<file path="src/pkg/scfg_cfg.svh">
// Register indexes, field positions, codes and reset values of the serial port setup bank.
`ifndef SCFG_CFG_SVH
`define SCFG_CFG_SVH
`define SCFG_IDX_PROTO 6'h02
`define SCFG_IDX_BUFADDR 6'h05
`define SCFG_IDX_CHARTMO 6'h06
`define SCFG_IDX_HSHAKE 6'h07
`define SCFG_IDX_RSTTMO 6'h24
`define SCFG_RST_RSTTMO 16'h3030
`define SCFG_PROTO_MSB 7
`define SCFG_PROTO_LSB 4
`define SCFG_PROTO_RAW 4'h1
`define SCFG_PROTO_RTU 4'h2
`define SCFG_PROTO_P4 4'h4
`define SCFG_PROTO_P8 4'h8
`define SCFG_PROTO_AUTO 4'he
`define SCFG_REQ_STD 16'h0055
`define SCFG_REQ_LO 8'h55
`define SCFG_REQ_RAW_TOP 6'h1c
`define SCFG_ACK_LO 8'haa
`define SCFG_ERR_NIB 4'he
`define SCFG_HI_STD 8'h00
`define SCFG_HI_RAW 8'h70
`define SCFG_XON_BIT 8
`define SCFG_RTS_BIT 9
`define SCFG_BUF_LAST_OFS 16'h003f
`define SCFG_BUF_MAX_BASE 16'hffc0
`endif

</file>
<file path="src/pkg/scfg_pkg.sv">
// Types shared by the serial port setup bank.
package scfg_pkg;
   typedef enum logic {scfg_idle, scfg_check} scfg_state_e;
   typedef logic [15:0] scfg_word_t;
endpackage : scfg_pkg

</file>
<file path="src/hdl/scfg_bank.sv">
// Serial port setup bank with request and completion handshake, reached over Wishbone.
`timescale 1ns/1ps
`include "scfg_cfg.svh"
module scfg_bank
   import scfg_pkg::*;
(
   input wire logic clk_i,
   input wire logic rst_i,
   input wire logic wb_cyc_i,
   input wire logic wb_stb_i,
   input wire logic wb_we_i,
   input wire logic [7:0] wb_adr_i,
   input wire logic [3:0] wb_sel_i,
   input wire logic [31:0] wb_dat_i,
   output logic [31:0] wb_dat_o,
   output logic wb_ack_o,
   output logic raw_ascii_o,
   output logic [3:0] proto_sel_o,
   output logic xon_en_o,
   output logic rts_en_o,
   output logic [15:0] buf_base_o,
   output logic [15:0] buf_last_o,
   output logic char_tmo_35_o,
   output logic [13:0] char_tmo_ms_o,
   output logic [6:0] p1_tmo_s_o,
   output logic [6:0] p2_tmo_s_o,
   output logic p1_tmo_en_o,
   output logic p2_tmo_en_o
);

   // True when every nibble of the word is a decimal digit.
   function automatic logic bcd_ok(input scfg_word_t w);
      bcd_ok = (w[3:0] < 4'ha) && (w[7:4] < 4'ha) && (w[11:8] < 4'ha) && (w[15:12] < 4'ha);
   endfunction : bcd_ok

   // Converts four BCD digits to binary.
   function automatic logic [13:0] bcd_to_bin(input scfg_word_t w);
      logic [13:0] acc;
      acc = 14'(w[15:12]) * 14'd1000;
      acc = acc + 14'(w[11:8]) * 14'd100;
      acc = acc + 14'(w[7:4]) * 14'd10;
      bcd_to_bin = acc + 14'(w[3:0]);
   endfunction : bcd_to_bin

   logic [5:0] idx;
   logic bus_req, bus_wr, next_ack;
   logic [31:0] next_dat;

   scfg_word_t proto_w, bufaddr_w, chartmo_w, hshake_w, rsttmo_w;
   scfg_state_e state;

   scfg_word_t next_proto_w, next_bufaddr_w, next_chartmo_w, next_hshake_w, next_rsttmo_w;
   scfg_state_e next_state;
   logic next_raw, next_xon, next_rts, next_char35, next_p1_en, next_p2_en;
   logic [3:0] next_proto_sel;
   logic [15:0] next_buf_base, next_buf_last;
   logic [13:0] next_char_ms;
   logic [6:0] next_p1_s, next_p2_s;

   logic [3:0] req_proto;
   logic req_raw, std_req, raw_req, param_ok;
   logic [3:0] err_idx;
   logic [13:0] tmo1_bin, tmo2_bin;

   assign idx = wb_adr_i[7:2];
   assign bus_req = wb_cyc_i && wb_stb_i;
   // A write takes effect on the edge where the master sees ack.
   assign bus_wr = bus_req && wb_we_i && wb_ack_o;

   // Merges a bus write into a 16-bit word under the byte selects.
   function automatic scfg_word_t merge(input scfg_word_t old, input logic [3:0] sel,
                                        input logic [31:0] dat);
      merge = {sel[1] ? dat[15:8] : old[15:8], sel[0] ? dat[7:0] : old[7:0]};
   endfunction : merge

   always_comb
   begin
      next_ack = bus_req && !wb_ack_o;
      next_dat = wb_dat_o;
      if (bus_req && !wb_ack_o)
      begin
         unique case (idx)
            `SCFG_IDX_PROTO: next_dat = {16'h0000, proto_w};
            `SCFG_IDX_BUFADDR: next_dat = {16'h0000, bufaddr_w};
            `SCFG_IDX_CHARTMO: next_dat = {16'h0000, chartmo_w};
            `SCFG_IDX_HSHAKE: next_dat = {16'h0000, hshake_w};
            `SCFG_IDX_RSTTMO: next_dat = {16'h0000, rsttmo_w};
            default: next_dat = 32'h0000_0000;
         endcase
      end
   end

   always_ff @(posedge clk_i)
   begin
      if (rst_i)
      begin
         wb_ack_o <= 1'b0;
         wb_dat_o <= 32'h0000_0000;
      end
      else
      begin
         wb_ack_o <= next_ack;
         wb_dat_o <= next_dat;
      end
   end

   // Parameter check, lowest faulty word offset first.
   always_comb
   begin
      req_proto = proto_w[`SCFG_PROTO_MSB:`SCFG_PROTO_LSB];
      req_raw = (req_proto == `SCFG_PROTO_RAW);
      std_req = (hshake_w == `SCFG_REQ_STD) && !req_raw;
      raw_req = (hshake_w[15:10] == `SCFG_REQ_RAW_TOP) && (hshake_w[7:0] == `SCFG_REQ_LO)
                && req_raw;
      err_idx = 4'h0;
      if (!(req_proto inside {`SCFG_PROTO_RAW, `SCFG_PROTO_RTU, `SCFG_PROTO_P4,
                              `SCFG_PROTO_P8, `SCFG_PROTO_AUTO}))
      begin
         err_idx = 4'(`SCFG_IDX_PROTO);
      end
      else if (req_raw && (bufaddr_w > `SCFG_BUF_MAX_BASE))
      begin
         err_idx = 4'(`SCFG_IDX_BUFADDR);
      end
      else if (!bcd_ok(chartmo_w))
      begin
         err_idx = 4'(`SCFG_IDX_CHARTMO);
      end
      else if (!bcd_ok(rsttmo_w))
      begin
         err_idx = 4'(`SCFG_IDX_RSTTMO);
      end
      param_ok = (err_idx == 4'h0);
      tmo1_bin = bcd_to_bin({8'h00, rsttmo_w[7:0]});
      tmo2_bin = bcd_to_bin({8'h00, rsttmo_w[15:8]});
   end

   always_comb
   begin
      next_proto_w = proto_w;
      next_bufaddr_w = bufaddr_w;
      next_chartmo_w = chartmo_w;
      next_hshake_w = hshake_w;
      next_rsttmo_w = rsttmo_w;
      next_state = state;
      next_raw = raw_ascii_o;
      next_proto_sel = proto_sel_o;
      next_xon = xon_en_o;
      next_rts = rts_en_o;
      next_buf_base = buf_base_o;
      next_buf_last = buf_last_o;
      next_char35 = char_tmo_35_o;
      next_char_ms = char_tmo_ms_o;
      next_p1_s = p1_tmo_s_o;
      next_p2_s = p2_tmo_s_o;
      next_p1_en = p1_tmo_en_o;
      next_p2_en = p2_tmo_en_o;
      if (bus_wr)
      begin
         unique case (idx)
            `SCFG_IDX_PROTO: next_proto_w = merge(proto_w, wb_sel_i, wb_dat_i);
            `SCFG_IDX_BUFADDR: next_bufaddr_w = merge(bufaddr_w, wb_sel_i, wb_dat_i);
            `SCFG_IDX_CHARTMO: next_chartmo_w = merge(chartmo_w, wb_sel_i, wb_dat_i);
            `SCFG_IDX_HSHAKE: next_hshake_w = merge(hshake_w, wb_sel_i, wb_dat_i);
            `SCFG_IDX_RSTTMO: next_rsttmo_w = merge(rsttmo_w, wb_sel_i, wb_dat_i);
            default: next_state = state;
         endcase
      end
      unique case (state)
         scfg_idle:
         begin
            if (bus_wr && (idx == `SCFG_IDX_HSHAKE))
            begin
               next_state = scfg_check;
            end
         end
         scfg_check:
         begin
            next_state = scfg_idle;
            if ((std_req || raw_req) && !param_ok)
            begin
               // Active parameters are left untouched on a failed check.
               next_hshake_w = {raw_req ? `SCFG_HI_RAW : `SCFG_HI_STD, `SCFG_ERR_NIB,
                                err_idx};
            end
            else if (std_req || raw_req)
            begin
               next_hshake_w = {hshake_w[15:8], `SCFG_ACK_LO};
               next_raw = req_raw;
               next_proto_sel = req_proto;
               next_xon = raw_req && hshake_w[`SCFG_XON_BIT];
               next_rts = raw_req && hshake_w[`SCFG_RTS_BIT];
               next_buf_base = bufaddr_w;
               next_buf_last = bufaddr_w + `SCFG_BUF_LAST_OFS;
               next_char35 = (chartmo_w == 16'h0000) && (req_proto == `SCFG_PROTO_RTU);
               next_char_ms = bcd_to_bin(chartmo_w);
               next_p1_s = tmo1_bin[6:0];
               next_p2_s = tmo2_bin[6:0];
               next_p1_en = (rsttmo_w[7:0] != 8'h00);
               next_p2_en = (rsttmo_w[15:8] != 8'h00);
            end
         end
      endcase
   end

   always_ff @(posedge clk_i)
   begin
      if (rst_i)
      begin
         proto_w <= 16'h0000;
         bufaddr_w <= 16'h0000;
         chartmo_w <= 16'h0000;
         hshake_w <= 16'h0000;
         rsttmo_w <= `SCFG_RST_RSTTMO;
         state <= scfg_idle;
         raw_ascii_o <= 1'b0;
         proto_sel_o <= 4'h0;
         xon_en_o <= 1'b0;
         rts_en_o <= 1'b0;
         buf_base_o <= 16'h0000;
         buf_last_o <= `SCFG_BUF_LAST_OFS;
         char_tmo_35_o <= 1'b0;
         char_tmo_ms_o <= 14'h0000;
         p1_tmo_s_o <= 7'h1e;
         p2_tmo_s_o <= 7'h1e;
         p1_tmo_en_o <= 1'b1;
         p2_tmo_en_o <= 1'b1;
      end
      else
      begin
         proto_w <= next_proto_w;
         bufaddr_w <= next_bufaddr_w;
         chartmo_w <= next_chartmo_w;
         hshake_w <= next_hshake_w;
         rsttmo_w <= next_rsttmo_w;
         state <= next_state;
         raw_ascii_o <= next_raw;
         proto_sel_o <= next_proto_sel;
         xon_en_o <= next_xon;
         rts_en_o <= next_rts;
         buf_base_o <= next_buf_base;
         buf_last_o <= next_buf_last;
         char_tmo_35_o <= next_char35;
         char_tmo_ms_o <= next_char_ms;
         p1_tmo_s_o <= next_p1_s;
         p2_tmo_s_o <= next_p2_s;
         p1_tmo_en_o <= next_p1_en;
         p2_tmo_en_o <= next_p2_en;
      end
   end

   property p_std_ok;
      @(posedge clk_i) disable iff (rst_i)
      (state == scfg_check) && std_req && param_ok |=> (hshake_w == 16'h00aa);
   endproperty
   a_std_ok: assert property (p_std_ok) else $error("standard request not acknowledged");

   property p_std_err;
      @(posedge clk_i) disable iff (rst_i)
      (state == scfg_check) && std_req && !param_ok
      |=> (hshake_w[15:4] == 12'h00e) && (hshake_w[3:0] == $past(err_idx));
   endproperty
   a_std_err: assert property (p_std_err) else $error("standard error code wrong");

   property p_raw_ok;
      @(posedge clk_i) disable iff (rst_i)
      (state == scfg_check) && raw_req && param_ok
      |=> (hshake_w[7:0] == 8'haa) && (hshake_w[15:8] == $past(hshake_w[15:8]));
   endproperty
   a_raw_ok: assert property (p_raw_ok) else $error("raw request not acknowledged");

   property p_raw_err;
      @(posedge clk_i) disable iff (rst_i)
      (state == scfg_check) && raw_req && !param_ok |=> (hshake_w[15:4] == 12'h70e);
   endproperty
   a_raw_err: assert property (p_raw_err) else $error("raw error code wrong");

   property p_flow_set;
      @(posedge clk_i) disable iff (rst_i)
      (state == scfg_check) && raw_req && param_ok
      |=> (xon_en_o == $past(hshake_w[8])) && (rts_en_o == $past(hshake_w[9]));
   endproperty
   a_flow_set: assert property (p_flow_set) else $error("flow enables wrong");

   property p_flow_raw;
      @(posedge clk_i) disable iff (rst_i)
      (xon_en_o || rts_en_o) |-> raw_ascii_o;
   endproperty
   a_flow_raw: assert property (p_flow_raw) else $error("flow control outside raw mode");

   property p_keep;
      @(posedge clk_i) disable iff (rst_i)
      (state == scfg_check) && !(param_ok && (std_req || raw_req))
      |=> $stable(buf_base_o) && $stable(char_tmo_ms_o) && $stable(raw_ascii_o);
   endproperty
   a_keep: assert property (p_keep) else $error("parameters changed without valid request");

   property p_buf;
      @(posedge clk_i) disable iff (rst_i)
      raw_ascii_o |-> (buf_last_o == buf_base_o + 16'h003f);
   endproperty
   a_buf: assert property (p_buf) else $error("buffer area not 64 words");

   property p_char35;
      @(posedge clk_i) disable iff (rst_i)
      char_tmo_35_o |-> (char_tmo_ms_o == 14'h0000) && (proto_sel_o == 4'h2);
   endproperty
   a_char35: assert property (p_char35) else $error("3.5 character mode misapplied");

   property p_tmo_en;
      @(posedge clk_i) disable iff (rst_i)
      (p1_tmo_en_o == (p1_tmo_s_o != 7'h00)) && (p2_tmo_en_o == (p2_tmo_s_o != 7'h00));
   endproperty
   a_tmo_en: assert property (p_tmo_en) else $error("timeout enable mismatch");

   property p_ack;
      @(posedge clk_i) disable iff (rst_i)
      bus_req && !wb_ack_o |=> wb_ack_o ##1 !wb_ack_o;
   endproperty
   a_ack: assert property (p_ack) else $error("bus ack timing wrong");
endmodule : scfg_bank

</file>
<file path="config.mk">
export PLATFORM = sky130hd
export DESIGN_NAME = scfg_bank
export DESIGN_NICKNAME = d
export VERILOG_FILES = /design/src/pkg/scfg_pkg.sv /design/src/hdl/scfg_bank.sv
export VERILOG_INCLUDE_DIRS = /design/src /design/src/pkg
export SDC_FILE = /design/constraint.sdc
export NUM_CORES = 1
export LEC_CHECK = 0
export ABC_CLOCK_PERIOD_IN_PS = 5490
export BUFFER_PORTS_ARGS = -buffer_cell sky130_fd_sc_hd__clkbuf_2
export CORE_ASPECT_RATIO = 1.25
export CORE_MARGIN = 2
export CORE_UTILIZATION = 25
export DETAILED_ROUTE_END_ITERATION = 8
export HOLD_SLACK_MARGIN = 0.05
export SYNTH_ARGS = -nofsm -noshare
export SYNTH_HDL_FRONTEND = slang
export SYNTH_SLANG_ARGS = --single-unit
</file>
<file path="constraint.sdc">
create_clock -name clk_i -period 5.49 [get_ports clk_i]
set_input_delay 0.2745 -clock clk_i [delete_from_list [all_inputs] [get_ports clk_i]]
set_output_delay 0.2745 -clock clk_i [all_outputs]
set_load 0.02 [all_outputs]
</file>
==> run_results.csv <==
group,metric,value,unit
status,outcome,"complete, no violations",
global_route,grt_first_pass_wirelength,41400,µm
sta,setup_tns,0,ns
logic_synthesis,yosysWarningCount,0,
power_and_ir_drop,peakVddDrop,0.181,mV
logic_synthesis,ys_seq_elements,168,
setup_path,cp_cell_sequence,"fa_1, inv_1, fa_1, inv_1, ha_1, a21o_1, a21oi_1, xnor2_1, ha_1, ha_1, ha_1, a21oi_1, o21ai_0, o211ai_1, a21oi_1, o41ai_2",
global_route,overflow,0,
cts,numCtsBuffers,17,
drt,drc,0,
cells_and_area,layout_common_cells,"nand2_1, dfxtp_1, clkbuf_2, nor2_1, a21oi_1",
placed_design,dpl.hpwl,20200,µm
cells_and_area,fillers,3815,
cells_and_area,syn2layout_area_growth,16.8,%
cts,cts_sinks,168,
cts,cts_tree,"done",
setup_path,cp.required,5.84,ns
sta,maxSlewViolCount,0,
cts,cts_setup_buffers,0,
sta,slew_headroom,25.9,%
worst_hold_path,hold_path_class,"input port to flip-flop",
logic_synthesis,synth_cells,1038,
global_route,grt_pass1_vias,7398,
setup_path,crit_fanout,7,
floorplanning,core_area,36200,µm²
floorplanning,start_util,25.3,%
cells_and_area,layout.cells.most_common,"nand2_1",
drt,routed_wl,26900,µm
drt,wl_per_cell,16.7,µm
cts,path_clk_slew,0.07,ns
logic_synthesis,yosys.area_share.xor_xnor,3.49,%
sta,period_share,82.4,%
drt,avgViaCountPerCell,4.74,
drt,dr.first_iter.drc_count,621,
cts,clock_latency,0.44,ns
sta,fmax,221,MHz
placed_design,io_buffers,115,
logic_synthesis,avgSynthCellArea,8.84,µm²
logic_synthesis,ys_types,63,
sta,fin_skew,0.0118,ns
cells_and_area,drive_above_1_share,16.7,%
drt,ant_nets,0,
sta,setup_viol,0,
cts,cts_resized,0,
floorplanning,io_pins,152,
logic_synthesis,seq_area_frac_synth,36.7,%
sta,fin_crit,4.53,ns
cells_and_area,multi_input_area,5370,µm²
cts,cts_root_buffer,"clkbuf_16",
placed_design,routabilityCongestion,0.867,
logic_synthesis,synth_compound_area_share,13.7,%
global_route,grt_max_degree,90,
placed_design,dp.cells,1584,
cts,clock_path_buffers,2,
setup_path,slowest_stage,"fa_1",
global_route,grtUsageTotal,13.9,%
setup_path,timing_worst_setup_path_type,"flip-flop to flip-flop",
logic_synthesis,synthSimpleGateAreaFrac,18.8,%
logic_synthesis,synthAdderAreaFrac,13.7,%
power_and_ir_drop,p_leak,4.52,nW
logic_synthesis,synth_top_family_by_area,"simple AND/OR/NAND/NOR gates",
logic_synthesis,synth.area.mux_share,7.99,%
setup_path,cp_data_arrival_time,4.87,ns
job,drv_cap,0,
cells_and_area,area.sequential,3360,µm²
logic_synthesis,synthArstFlopShare,0,%
floorplanning,num_rows,78,
global_route,antenna_found_initial,1,
cts,hold_buffers,0,
floorplanning,fp.dieH,218,µm
logic_synthesis,synth-edff-count,0,
setup_path,crit_path_start_kind,"flip-flop",
cells_and_area,layout.nets,1260,
setup_path,critPathTopFamily,"adder cells",
power_and_ir_drop,power,0.00256,W
drt,vias,7664,
setup_path,crit_path_max_incr_delay,0.64,ns
cts,htree_levels,4,
drt,first_pass_iters,8,
logic_synthesis,synthFlopType,"dfxtp_1",
sta,hold_viol,0,
floorplanning,dieArea,38200,µm²
sta,worst_pin_slew,1.11,ns
sta,rsz0062_at_grt,"no",
cells_and_area,stdcell_count,1617,
setup_path,critPathMostFrequentCell,"ha_1",
power_and_ir_drop,p_per_area,239,nW/µm²
setup_path,end_kind,"flip-flop",
floorplanning,die_w,175,µm
setup_path,crit_buf_inv,2,
logic_synthesis,syn_area,9170,µm²
==> sequential cells by signal, summed over array words and instances, names as in the netlist, 14 cells and up <==
register / count
buf_last_o: 16
hshake_w: 16
wb_dat_o: 16
bufaddr_w: 16
char_tmo_ms_o: 14
buf_base_o: 16
chartmo_w: 16
rsttmo_w: 16
proto_w: 16
==> synthesized netlist by cell type (3+ instances only) <==
cell type / number / area, µm²
buf_2: 12 / 60.1
nand2b_1: 3 / 18.8
and4_1: 5 / 43.8
and3b_1: 3 / 26.3
xnor2_1: 21 / 184
nand4_1: 7 / 43.8
nand3b_1: 10 / 75.1
a211o_1: 15 / 131
a311oi_1: 17 / 149
xor2_1: 13 / 114
nor4_1: 6 / 37.5
nand2_1: 179 / 672
ha_1: 67 / 838
or3_1: 4 / 25.0
clkbuf_1: 41 / 154
dfxtp_1: 168 / 3360
mux2i_1: 53 / 531
buf_4: 16 / 120
nor2_1: 94 / 353
mux2_2: 18 / 203
nor3_1: 10 / 50.1
a222oi_1: 16 / 160
nand3_1: 7 / 35.0
a21oi_1: 90 / 450
a31oi_1: 4 / 25.0
o31ai_1: 4 / 30.0
o21ai_0: 15 / 75.1
nor2b_1: 12 / 75.1
and3_1: 10 / 62.6
a211oi_1: 4 / 30.0
fa_1: 21 / 420
o211ai_1: 3 / 22.5
inv_1: 43 / 161
a21o_1: 7 / 52.6
==> worst min-delay path, cell delays in order <==
cell and delay, ns:
clkbuf_2 0.09, nand2_1 0.11, nor3_1 0.05
==> power by group <==
part	switching [W]	leakage (nW)	internal, W
clock	0.000549	0.279	0.000680
sequential	0.00000409	1.36	0.00123
combinational	0.0000789	2.88	0.0000246
total	0.000632	4.52	0.00193
==> cells by family (layout without fill, tap and decap cells) <==
logic type / after synthesis / in the layout
AOI/OAI and AO/OA: 189 / 189
xor gates and xnor gates: 35 / 35
adders and majority gates: 88 / 88
buffers and inverters: 114 / 197
DFF: 168 / 168
muxes: 71 / 71
other: 1 / 17
and+or+nand+nor: 372 / 372
==> final timing paths <==
check | depth (start not counted) | slack [ns] | end | start
hold / removal | 3 | 0.14 | wb_ack_o$_SDFF_PP0_ | wb_stb_i
setup reg to reg | 16 | 0.96 | char_tmo_ms_o[13]$_SDFFE_PP0P_ | chartmo_w[13]$_SDFFE_PP0P_
hold reg to reg | 2 | 0.45 | char_tmo_ms_o[2]$_SDFFE_PP0P_ | char_tmo_ms_o[2]$_SDFFE_PP0P_
setup / recovery | 16 | 0.96 | char_tmo_ms_o[13]$_SDFFE_PP0P_ | chartmo_w[13]$_SDFFE_PP0P_
==> area by class of cell <==
cell class	count	share of cell area, %
Tap cell	480	5.60
Timing Repair Buffer	122	5.88
Inverter	43	1.51
Clock inverter	15	1.56
Clock buffer	17	3.97
Antenna cell	1	0.0233
Multi-Input combinational cell	771	50.1
Sequential cell	168	31.4
==> through the flow <==
stage / util (%) / hold slack [ns] / worst slack [ns] / area [µm²]
after global placement: 28.0 / 0.442 / 1.05 / 10100
final: 29.6 / 0.140 / 0.964 / 10700
after floorplan: - / 0.396 / 1.35 / 9230
after CTS: 29.6 / 0.132 / 0.935 / 10700
after detailed placement: 28.0 / 0.443 / 0.976 / 10100
after global routing: 29.6 / 0.131 / 0.647 / 10700
==> routing by layer <==
| layer | GRT usage (%) | routed length [µm] | vias up |
|---|---|---|---|
| met4 | 7.44 | 1150 | 0 |
| met2 | 24.1 | 13300 | 229 |
| met5 | 0 | 0 | - |
| li1 | - | - | 3759 |
| met3 | 2.51 | 1250 | 53 |
| met1 | 16.3 | 11200 | 3623 |
Note: power is estimated with default switching activity, not from simulation.
